--- config.mk ---
export PLATFORM = sky130hd
export DESIGN_NAME = imba_arbiter
export DESIGN_NICKNAME = d
export VERILOG_FILES = /design/src/imba_exch_reg.v /design/src/imba_arbiter.v
export VERILOG_INCLUDE_DIRS = /design/src
export SDC_FILE = /design/constraint.sdc
export NUM_CORES = 1
export LEC_CHECK = 0
export ABC_AREA = 1
export BUFFER_PORTS_ARGS = -buffer_cell sky130_fd_sc_hd__clkbuf_2
export CORE_AREA = 2 2 171 173
export CTS_CLUSTER_SIZE = 20
export DETAILED_ROUTE_END_ITERATION = 12
export DIE_AREA = 0 0 173 175
export HOLD_SLACK_MARGIN = 0.02
export MAX_ROUTING_LAYER = met4
export PLACE_DENSITY = 0.54
export SYNTH_ARGS = -nofsm -noshare
export SYNTH_HDL_FRONTEND = slang
export SYNTH_SLANG_ARGS = --single-unit
--- constraint.sdc ---
create_clock -name core_clk -period 1.9 [get_ports core_clk]
set_input_delay 0.38 -clock core_clk [delete_from_list [all_inputs] [get_ports core_clk]]
set_output_delay 0.38 -clock core_clk [all_outputs]
set_load 0.05 [all_outputs]
--- src/imba_defs.vh ---
`ifndef IMBA_DEFS_VH
`define IMBA_DEFS_VH

// widths
`define IMBA_INT_ADDR_W 24
`define IMBA_EXT_ADDR_W 22
`define IMBA_PAGE_W 8
`define IMBA_OFFS_W 16
`define IMBA_PS_DATA_W 24
`define IMBA_DS_DATA_W 16
`define IMBA_XCH_W 8

// exchange register
`define IMBA_XCH_RESET 8'h00
`define IMBA_XCH_LSB 0

// page source selectors
`define IMBA_PG_FIRST 2'h0
`define IMBA_PG_SECOND 2'h1
`define IMBA_PG_IJUMP 2'h2
`define IMBA_PG_IO 2'h3

// external port owner codes
`define IMBA_OWN_NONE 2'h0
`define IMBA_OWN_DS 2'h1
`define IMBA_OWN_PS 2'h2
`define IMBA_OWN_IO 2'h3

// longest time a core bus may be held off by the dma path, in cycles
`define IMBA_DMA_HOLD_MAX 4

`endif

--- src/imba_exch_reg.v ---
`timescale 1ns/1ps
module imba_exch_reg #(
    parameter W = 8
) (
    core_clk,
    reset,
    ld_en,
    ld_val,
    q
);
    input wire core_clk;
    input wire reset;
    input wire ld_en;
    input wire [W-1:0] ld_val;
    output reg [W-1:0] q;

    always @(posedge core_clk) begin
        if (reset) begin
            q <= {W{1'b0}};
        end else if (ld_en) begin
            q <= ld_val;
        end
    end
endmodule // imba_exch_reg

--- src/imba_arbiter.v ---
// Notes on behaviour
// - same-block core pair costs one stall; data side served, program side next cycle.
// - dual-data access is single-cycle only when words sit in different blocks.
// - fetch collision uses cached instruction, else extra cycle and cache fill.
// - fixed priority data side, then program side, then io processor.
// - dma never holds either core bus off longer than four cycles.
// - io non-dma goes over data side; dma uses its own memory port path.
// - only 22 low address bits leave the chip.
// - upper eight address bits come from the requester's page register.
// - program side data lines 24 bits, data side 16 bits.
// - program, data and io buses multiplex onto one external data and address bus.
// - address units drive both buses; sequencer drives only program side.
// - program-memory data read puts upper 16 in register, low 8 in exchange.
// - register write to internal program memory appends exchange byte as low eight bits; external writes drive the register alone.
// - explicit move into exchange keeps only low eight data side bits.
// - explicit exchange read returns its byte with upper eight bits zero.
// - dual read feeds upper 16 program side bits to Y registers directly.
// - exchange register is in register group three, usable single-cycle.
// - core and dma each may access a block; dma waits on same-block contention.
`timescale 1ns/1ps
`include "imba_defs.vh"
module imba_arbiter #(
    parameter BLK_W = 2,
    parameter HOLD_MAX = `IMBA_DMA_HOLD_MAX
) (
    input wire core_clk,
    input wire reset,
    // data side bus request
    input wire ds_req,
    input wire ds_we,
    input wire ds_ext,
    input wire ds_io,
    input wire ds_src_io,
    input wire ds_addr_unit,
    input wire [`IMBA_OFFS_W-1:0] ds_offs,
    input wire [BLK_W-1:0] ds_blk,
    input wire [`IMBA_DS_DATA_W-1:0] ds_wdata,
    output wire ds_gnt,
    output reg [`IMBA_DS_DATA_W-1:0] ds_rdata_q,
    // program side bus request
    input wire ps_req,
    input wire ps_we,
    input wire ps_ext,
    input wire ps_fetch,
    input wire ps_ijump,
    input wire ps_addr_unit,
    input wire ps_data_rd,
    input wire [`IMBA_OFFS_W-1:0] ps_offs,
    input wire [BLK_W-1:0] ps_blk,
    input wire [`IMBA_DS_DATA_W-1:0] ps_wreg,
    input wire cache_hit,
    output wire ps_gnt,
    output wire cache_fill,
    output reg [`IMBA_PS_DATA_W-1:0] ps_rdata_q,
    output reg [`IMBA_DS_DATA_W-1:0] ps_reg_data_q,
    output reg [`IMBA_DS_DATA_W-1:0] y_reg_data_q,
    output reg y_reg_valid_q,
    // io processor dma path
    input wire dma_req,
    input wire dma_we,
    input wire dma_ext,
    input wire [`IMBA_INT_ADDR_W-1:0] dma_addr,
    input wire [BLK_W-1:0] dma_blk,
    input wire [`IMBA_DS_DATA_W-1:0] dma_wdata,
    output wire dma_gnt,
    output reg [`IMBA_DS_DATA_W-1:0] dma_rdata_q,
    // page registers
    input wire [`IMBA_PAGE_W-1:0] first_addr_unit_page,
    input wire [`IMBA_PAGE_W-1:0] second_addr_unit_page,
    input wire [`IMBA_PAGE_W-1:0] indirect_jump_page,
    input wire [`IMBA_PAGE_W-1:0] io_space_page,
    // register group three access to the exchange byte
    input wire xch_wr,
    input wire xch_rd,
    input wire [`IMBA_DS_DATA_W-1:0] xch_wdata,
    output reg [`IMBA_DS_DATA_W-1:0] xch_rdata_q,
    output wire [`IMBA_XCH_W-1:0] bus_exchange_low_byte,
    // internal memory port, one request per block per cycle, except that a drained program side access shares the block with the data side
    output reg mem_ds_en,
    output reg mem_ps_en,
    output reg mem_dma_en,
    input wire [`IMBA_PS_DATA_W-1:0] mem_ps_rdata,
    input wire [`IMBA_DS_DATA_W-1:0] mem_ds_rdata,
    input wire [`IMBA_DS_DATA_W-1:0] mem_dma_rdata,
    output wire [`IMBA_PS_DATA_W-1:0] mem_ps_wdata,
    // external port
    output reg [`IMBA_EXT_ADDR_W-1:0] ext_address_pins,
    output reg [`IMBA_DS_DATA_W-1:0] ext_data_out,
    output reg ext_data_oe_n,
    input wire [`IMBA_DS_DATA_W-1:0] ext_data_pins,
    output reg [1:0] ext_owner_q
);
    ////////////////////////////////////////////////////////////////////////////
    // addresses
    wire [`IMBA_PAGE_W-1:0] ds_page;
    wire [`IMBA_PAGE_W-1:0] ps_page;
    wire [`IMBA_INT_ADDR_W-1:0] ds_addr;
    wire [`IMBA_INT_ADDR_W-1:0] ps_addr;

    // io space or address unit page picks the data side page
    assign ds_page = ds_io ? io_space_page :
        (ds_addr_unit ? second_addr_unit_page : first_addr_unit_page);
    // sequencer only uses the program side: indirect jump page, else unit page
    assign ps_page = ps_ijump ? indirect_jump_page :
        (ps_addr_unit ? second_addr_unit_page : first_addr_unit_page);
    assign ds_addr = {ds_page, ds_offs};
    assign ps_addr = {ps_page, ps_offs};

    ////////////////////////////////////////////////////////////////////////////
    // core arbitration
    reg ps_wait_q;
    reg [2:0] hold_cnt_q;
    wire blk_clash;
    wire ps_int_ok;
    wire int_ps_gnt;
    wire ext_ds;
    wire ext_ps;
    wire ext_dma;

    assign blk_clash = ds_req & ps_req & ~ds_ext & ~ps_ext & (ds_blk == ps_blk);
    // a fetch that hits the cache is served there and needs no memory slot
    assign ps_int_ok = ~blk_clash | (ps_fetch & cache_hit) | ps_wait_q;
    assign int_ps_gnt = ps_req & ~ps_ext & ps_int_ok;
    assign cache_fill = blk_clash & ps_fetch & ~cache_hit & ~ps_wait_q;

    // external port: one owner at a time
    assign ext_ds = ds_req & ds_ext;
    assign ext_ps = ps_req & ps_ext & ~ext_ds;
    assign ext_dma = dma_req & dma_ext & ~ext_ds & ~ext_ps & ~(ds_req & ds_src_io);
    assign ds_gnt = ds_req & (~ds_ext | ext_ds);
    assign ps_gnt = ps_ext ? (ps_req & ext_ps) : int_ps_gnt;

    // held program side access drains on the next cycle, ahead of new clashes
    always @(posedge core_clk) begin
        if (reset) begin
            ps_wait_q <= 1'b0;
        end else begin
            ps_wait_q <= blk_clash & ~ps_int_ok & ~(ps_fetch & cache_hit);
        end
    end

    ////////////////////////////////////////////////////////////////////////////
    // dma cycle stealing on its own port
    wire dma_blk_busy;
    wire dma_int_ok;
    wire hold_out;

    assign dma_blk_busy = (ds_req & ~ds_ext & (ds_blk == dma_blk)) |
        (int_ps_gnt & (ps_blk == dma_blk));
    // after the bounded hold the dma stands aside for one cycle
    localparam [2:0] HOLD_LIM = HOLD_MAX;
    assign hold_out = (hold_cnt_q == HOLD_LIM);
    assign dma_int_ok = dma_req & ~dma_ext & ~dma_blk_busy & ~hold_out;
    assign dma_gnt = dma_int_ok | (ext_dma & ~hold_out);

    // counts consecutive dma grants while a core request is pending
    always @(posedge core_clk) begin
        if (reset) begin
            hold_cnt_q <= 3'h0;
        end else if (dma_gnt & (ds_req | ps_req)) begin
            hold_cnt_q <= hold_cnt_q + 3'h1;
        end else begin
            hold_cnt_q <= 3'h0;
        end
    end

    always @* begin
        mem_ds_en = ds_gnt & ~ds_ext;
        mem_ps_en = int_ps_gnt & ~(ps_fetch & cache_hit);
        mem_dma_en = dma_int_ok;
    end

    ////////////////////////////////////////////////////////////////////////////
    // bus exchange byte
    wire xch_ld;
    wire [`IMBA_XCH_W-1:0] xch_val;
    wire ps_data_read;
    wire [`IMBA_PS_DATA_W-1:0] ps_rd_word;

    assign ps_data_read = int_ps_gnt & ps_data_rd & ~ps_we & ~ps_fetch;
    assign ps_rd_word = ps_ext ? {ext_data_pins, {`IMBA_XCH_W{1'b0}}} : mem_ps_rdata;
    assign xch_ld = xch_wr | (ps_data_read & ~xch_wr) | (ps_gnt & ps_ext & ps_data_rd);
    // explicit move wins; only its low byte survives
    assign xch_val = xch_wr ? xch_wdata[`IMBA_XCH_W-1:0] :
        ps_rd_word[`IMBA_XCH_W-1:0];

    imba_exch_reg #(
        .W(`IMBA_XCH_W)
    ) u_xch (
        .core_clk(core_clk),
        .reset(reset),
        .ld_en(xch_ld),
        .ld_val(xch_val),
        .q(bus_exchange_low_byte)
    );

    // register value in the top, exchange byte in the bottom of the word
    assign mem_ps_wdata = {ps_wreg, bus_exchange_low_byte};

    ////////////////////////////////////////////////////////////////////////////
    // read data
    always @(posedge core_clk) begin
        if (reset) begin
            ds_rdata_q <= 16'h0000;
            ps_rdata_q <= 24'h000000;
            ps_reg_data_q <= 16'h0000;
            y_reg_data_q <= 16'h0000;
            y_reg_valid_q <= 1'b0;
            dma_rdata_q <= 16'h0000;
            xch_rdata_q <= 16'h0000;
        end else begin
            if (ds_gnt & ~ds_we) begin
                ds_rdata_q <= ds_ext ? ext_data_pins : mem_ds_rdata;
            end
            if (ps_gnt & ~ps_we) begin
                ps_rdata_q <= ps_rd_word;
                ps_reg_data_q <= ps_rd_word[`IMBA_PS_DATA_W-1:`IMBA_XCH_W];
            end
            // dual read: direct path to the Y registers, though the exchange byte still loads
            y_reg_valid_q <= ps_data_read & ds_gnt & ~ds_we;
            if (ps_data_read & ds_gnt & ~ds_we) begin
                y_reg_data_q <= mem_ps_rdata[`IMBA_PS_DATA_W-1:`IMBA_XCH_W];
            end
            if (dma_gnt & ~dma_we) begin
                dma_rdata_q <= dma_ext ? ext_data_pins : mem_dma_rdata;
            end
            if (xch_rd) begin
                xch_rdata_q <= {8'h00, bus_exchange_low_byte};
            end
        end
    end

    ////////////////////////////////////////////////////////////////////////////
    // external port multiplexing
    reg [`IMBA_EXT_ADDR_W-1:0] ext_addr_d;
    reg [`IMBA_DS_DATA_W-1:0] ext_data_d;
    reg ext_oe_n_d;
    reg [1:0] owner_d;

    always @* begin
        ext_addr_d = ext_address_pins;
        ext_data_d = ext_data_out;
        ext_oe_n_d = 1'b1;
        owner_d = `IMBA_OWN_NONE;
        if (ext_ds) begin
            ext_addr_d = ds_addr[`IMBA_EXT_ADDR_W-1:0];
            ext_data_d = ds_wdata;
            ext_oe_n_d = ~ds_we;
            owner_d = `IMBA_OWN_DS;
        end else if (ext_ps) begin
            ext_addr_d = ps_addr[`IMBA_EXT_ADDR_W-1:0];
            ext_data_d = ps_wreg;
            ext_oe_n_d = ~ps_we;
            owner_d = `IMBA_OWN_PS;
        end else if (ext_dma & ~hold_out) begin
            ext_addr_d = dma_addr[`IMBA_EXT_ADDR_W-1:0];
            ext_data_d = dma_wdata;
            ext_oe_n_d = ~dma_we;
            owner_d = `IMBA_OWN_IO;
        end
    end

    always @(posedge core_clk) begin
        if (reset) begin
            ext_address_pins <= 22'h000000;
            ext_data_out <= 16'h0000;
            ext_data_oe_n <= 1'b1;
            ext_owner_q <= `IMBA_OWN_NONE;
        end else begin
            ext_address_pins <= ext_addr_d;
            ext_data_out <= ext_data_d;
            ext_data_oe_n <= ext_oe_n_d;
            ext_owner_q <= owner_d;
        end
    end
endmodule // imba_arbiter

==> results.json <==
{
  "synth_edf_count": 0,
  "max_stage_delay_ns": 0.33,
  "avgViaCountPerCell": 4.44,
  "max_freq_ghz": 0.513,
  "slew_viol_final": 0,
  "rows": 62,
  "worst-endpoint-arrival_ns": 1.57,
  "crit_required_ns": 1.52,
  "nNetsFinal": 1634,
  "wl_per_cell_um": 16.8,
  "reg2reg_depth": 10,
  "period_needed_ns": 1.95,
  "io_buffers": 409,
  "met3_length_um": 1920,
  "setup_viol": 1,
  "worst_setup_path_start_kind": "flip-flop",
  "synthesis.area_mm2": 0.00690,
  "path_max_fanout": 2,
  "drtIter0Drc": 424,
  "ant_nets": 0,
  "synthFlopType": "dfxtp_1",
  "ys.warnings.count": 0,
  "ys_seq_area_share_pct": 38.9,
  "met2_length_um": 15200,
  "hold_path_class": "input pin to flip-flop",
  "peakVddDrop_uv": 479,
  "dr_total_vias": 7904,
  "path_cells": "inv_2 > ha_4 > nand2_2 > nand4_1 > inv_2 > nand2_4 > nand2_4 > buf_12",
  "die_width_um": 173,
  "antenna_found_initial": 2,
  "synth_area_leaders": "dfxtp_1 (39%), nand2_1 (16%), o21ai_0 (7.9%), buf_4 (6.2%), nor2_1 (6.1%)",
  "tns_ns": -0.0475,
  "synth.most_common_cell": "nand2_1",
  "yosysTopAreaCellShare_pct": 38.9,
  "cpMaxStageDelayCell": "dfxtp_2",
  "clock_latency_ns": 0.42,
  "dieArea_mm2": 0.0303,
  "place.gp.congestion": 0.901,
  "track_usage_pct": 19.8,
  "cts_buffers": 17,
  "grt_pass1_wl_um": 44300,
  "power_mw": 8.84,
  "htreeDepth": 4,
  "postSynthCellCount": 1012,
  "p_leak_nw": 5.11,
  "place_hpwl_um": 23500,
  "synth_top_area_cell": "dfxtp_1",
  "clkTransAtPathRegs_ns": 0.07,
  "cts_sinks": 134,
  "syn2layout_area_growth_pct": 43.3,
  "setup_slack_ns": -0.0475,
  "syn_area_per_cell_um2": 6.82,
  "clockRootBuffer": "clkbuf_16",
  "ys_seq_elements": 134,
  "finClkSkew_ns": 0.0134,
  "status": "complete, but fails checks",
  "synth_cell_types": 36,
  "power.density_mw_per_mm2": 894,
  "criticalPathCategory": "flip-flop to output pin",
  "async_flop_share_pct": 0,
  "finalCritPeriodShare_pct": 102,
  "grt_pass1_vias": 7661,
  "m1WireLength_um": 12300,
  "rsz0062_at_grt": "true",
  "hold_viol_final": 0,
  "grt_overflow": 0,
  "pre_cts_ws_ns": -0.0461,
  "design_area_mm2": 0.00988,
  "cts_tree": "done",
  "first_pass_iters": 5,
  "clk_path_buf_depth": 2,
  "violations": "negative setup slack",
  "core_area_mm2": 0.0284,
  "drc": 0,
  "highest_layer": "met4",
  "die_h_um": 175,
  "fillers": 3185,
  "wl_um": 29900,
  "maxCapViolCount": 0,
  "io_pins": 436,
  "grt_start_max_net_pins": 61,
  "yosys-top-cells-count": "nand2_1 (301), dfxtp_1 (134), nor2_1 (113)",
  "start_util_pct": 24.3,
  "critPathCaptureType": "output pin",
  "holdPathStages": 3,
  "place_area_mm2": 0.00921,
  "drive_above_1_share_pct": 39.0
}
-- final cells by class --
type	count	area, um2	share of cell area (%)
inverter	71	273	2.76
tap	384	480	4.86
multi-input combinational	706	3350	33.9
sequential	134	2690	27.2
clock inverter	15	135	1.37
timing repair buffer	451	2530	25.6
clock buffer	17	425	4.30
antenna	1	2.50	0.0253
-- metal layers --
metal  GRT usage, %  vias up
li1               -     3964
met1           22.2     3603
met2           34.8      318
met3           4.90       19
met4           5.58        0
met5              -        -
-- stage by stage --
stage	hold slack, ns	std cells	utilization, %
global placement	0.430	1739	32.4
floorplan	0.417	1019	-
CTS	0.183	1776	34.7
finish	0.208	1779	34.8
detailed placement	0.435	1739	32.4
global route	0.188	1779	34.8
-- cells by family (layout without fill, tap and decap cells) --
| logic type | after synthesis | after routing | share of synthesized area (%) |
|---|---|---|---|
| adders and majority gates | 2 | 2 | 0.363 |
| AOI/OAI and AO/OA | 234 | 234 | 19.4 |
| and+or+nand+nor | 460 | 460 | 27.5 |
| buffers and inverters | 179 | 554 | 13.6 |
| DFF | 134 | 134 | 38.9 |
| other | 1 | 9 | 0.0544 |
| xor gates and xnor gates | 2 | 2 | 0.254 |
-- placed cells by master, fill, tap and decap left out, types with 2 or more instances in the layout --
master      instances
o21ai_0           109
conb_1              8
inv_4               2
inv_1              59
dfxtp_2             2
nand2_1           298
a31oi_1            21
a21oi_2             3
clkinv_2            2
nand2_2            14
clkinvlp_4          4
o21ai_1            16
a41oi_1            24
nand2_4             6
nand3_2             3
buf_12             11
clkbuf_2          404
inv_6               6
a211oi_1            3
dfxtp_1           132
inv_2               8
or2_2               9
nor2_2              8
nand3_1             5
a21oi_1            47
o211ai_1            3
inv_8               2
nor2_1            111
o221ai_1            8
buf_4              35
clkbuf_16          18
-- state kept, by name (all words and copies together), names as in the netlist --
register and cells:
ps_rdata_q 24, ext_address_pins 22, dma_rdata_q 16, ds_rdata_q 16
ext_data_out 16, y_reg_data_q 16, u_xch.q 8, xch_rdata_q 8
hold_cnt_q 3, ext_owner_q 2, ext_data_oe_n 1, ps_wait_q 1
y_reg_valid_q 1
-- worst max-delay path, delay by kind of cell, from the launching register on --
kind	cells	cell delay [ns]
fa+ha+maj	1	0.14
buf+inv	3	0.31
flops	1	0.33
simple gates	4	0.37
-- power breakdown --
group	switching [mW]	internal (mW)	total, mW
clock	1.54	1.73	3.26
combinational	1.77	0.678	2.44
sequential	0.125	3.01	3.13
total	3.43	5.41	8.84
-- path summary, 6_finish.rpt --
| check | startpoint | end | slack, ns |
|---|---|---|---|
| setup / recovery | hold_cnt_q[1]$_SDFF_PP0_ | dma_gnt | -0.05 |
| hold / removal | mem_ds_rdata[9] | ds_rdata_q[9]$_SDFFE_PP0P_ | 0.21 |
| setup reg to reg | hold_cnt_q[1]$_SDFF_PP0_ | ext_address_pins[2]$_SDFFE_PP0P_ | 0.16 |
| hold reg to reg | y_reg_data_q[10]$_SDFFE_PP0P_ | y_reg_data_q[10]$_SDFFE_PP0P_ | 0.44 |
-- what timing repair did --
item | 4_1_cts | 5_1_grt
pin swaps | 6 | 2
resized for setup | 11 | 2
buffers inserted | 5 | 1
endpoints found under the setup margin | 2 | 5
hold buffers | 0 | 0
gates cloned | 0 | 1
Note: power is estimated with default switching activity, not from simulation.
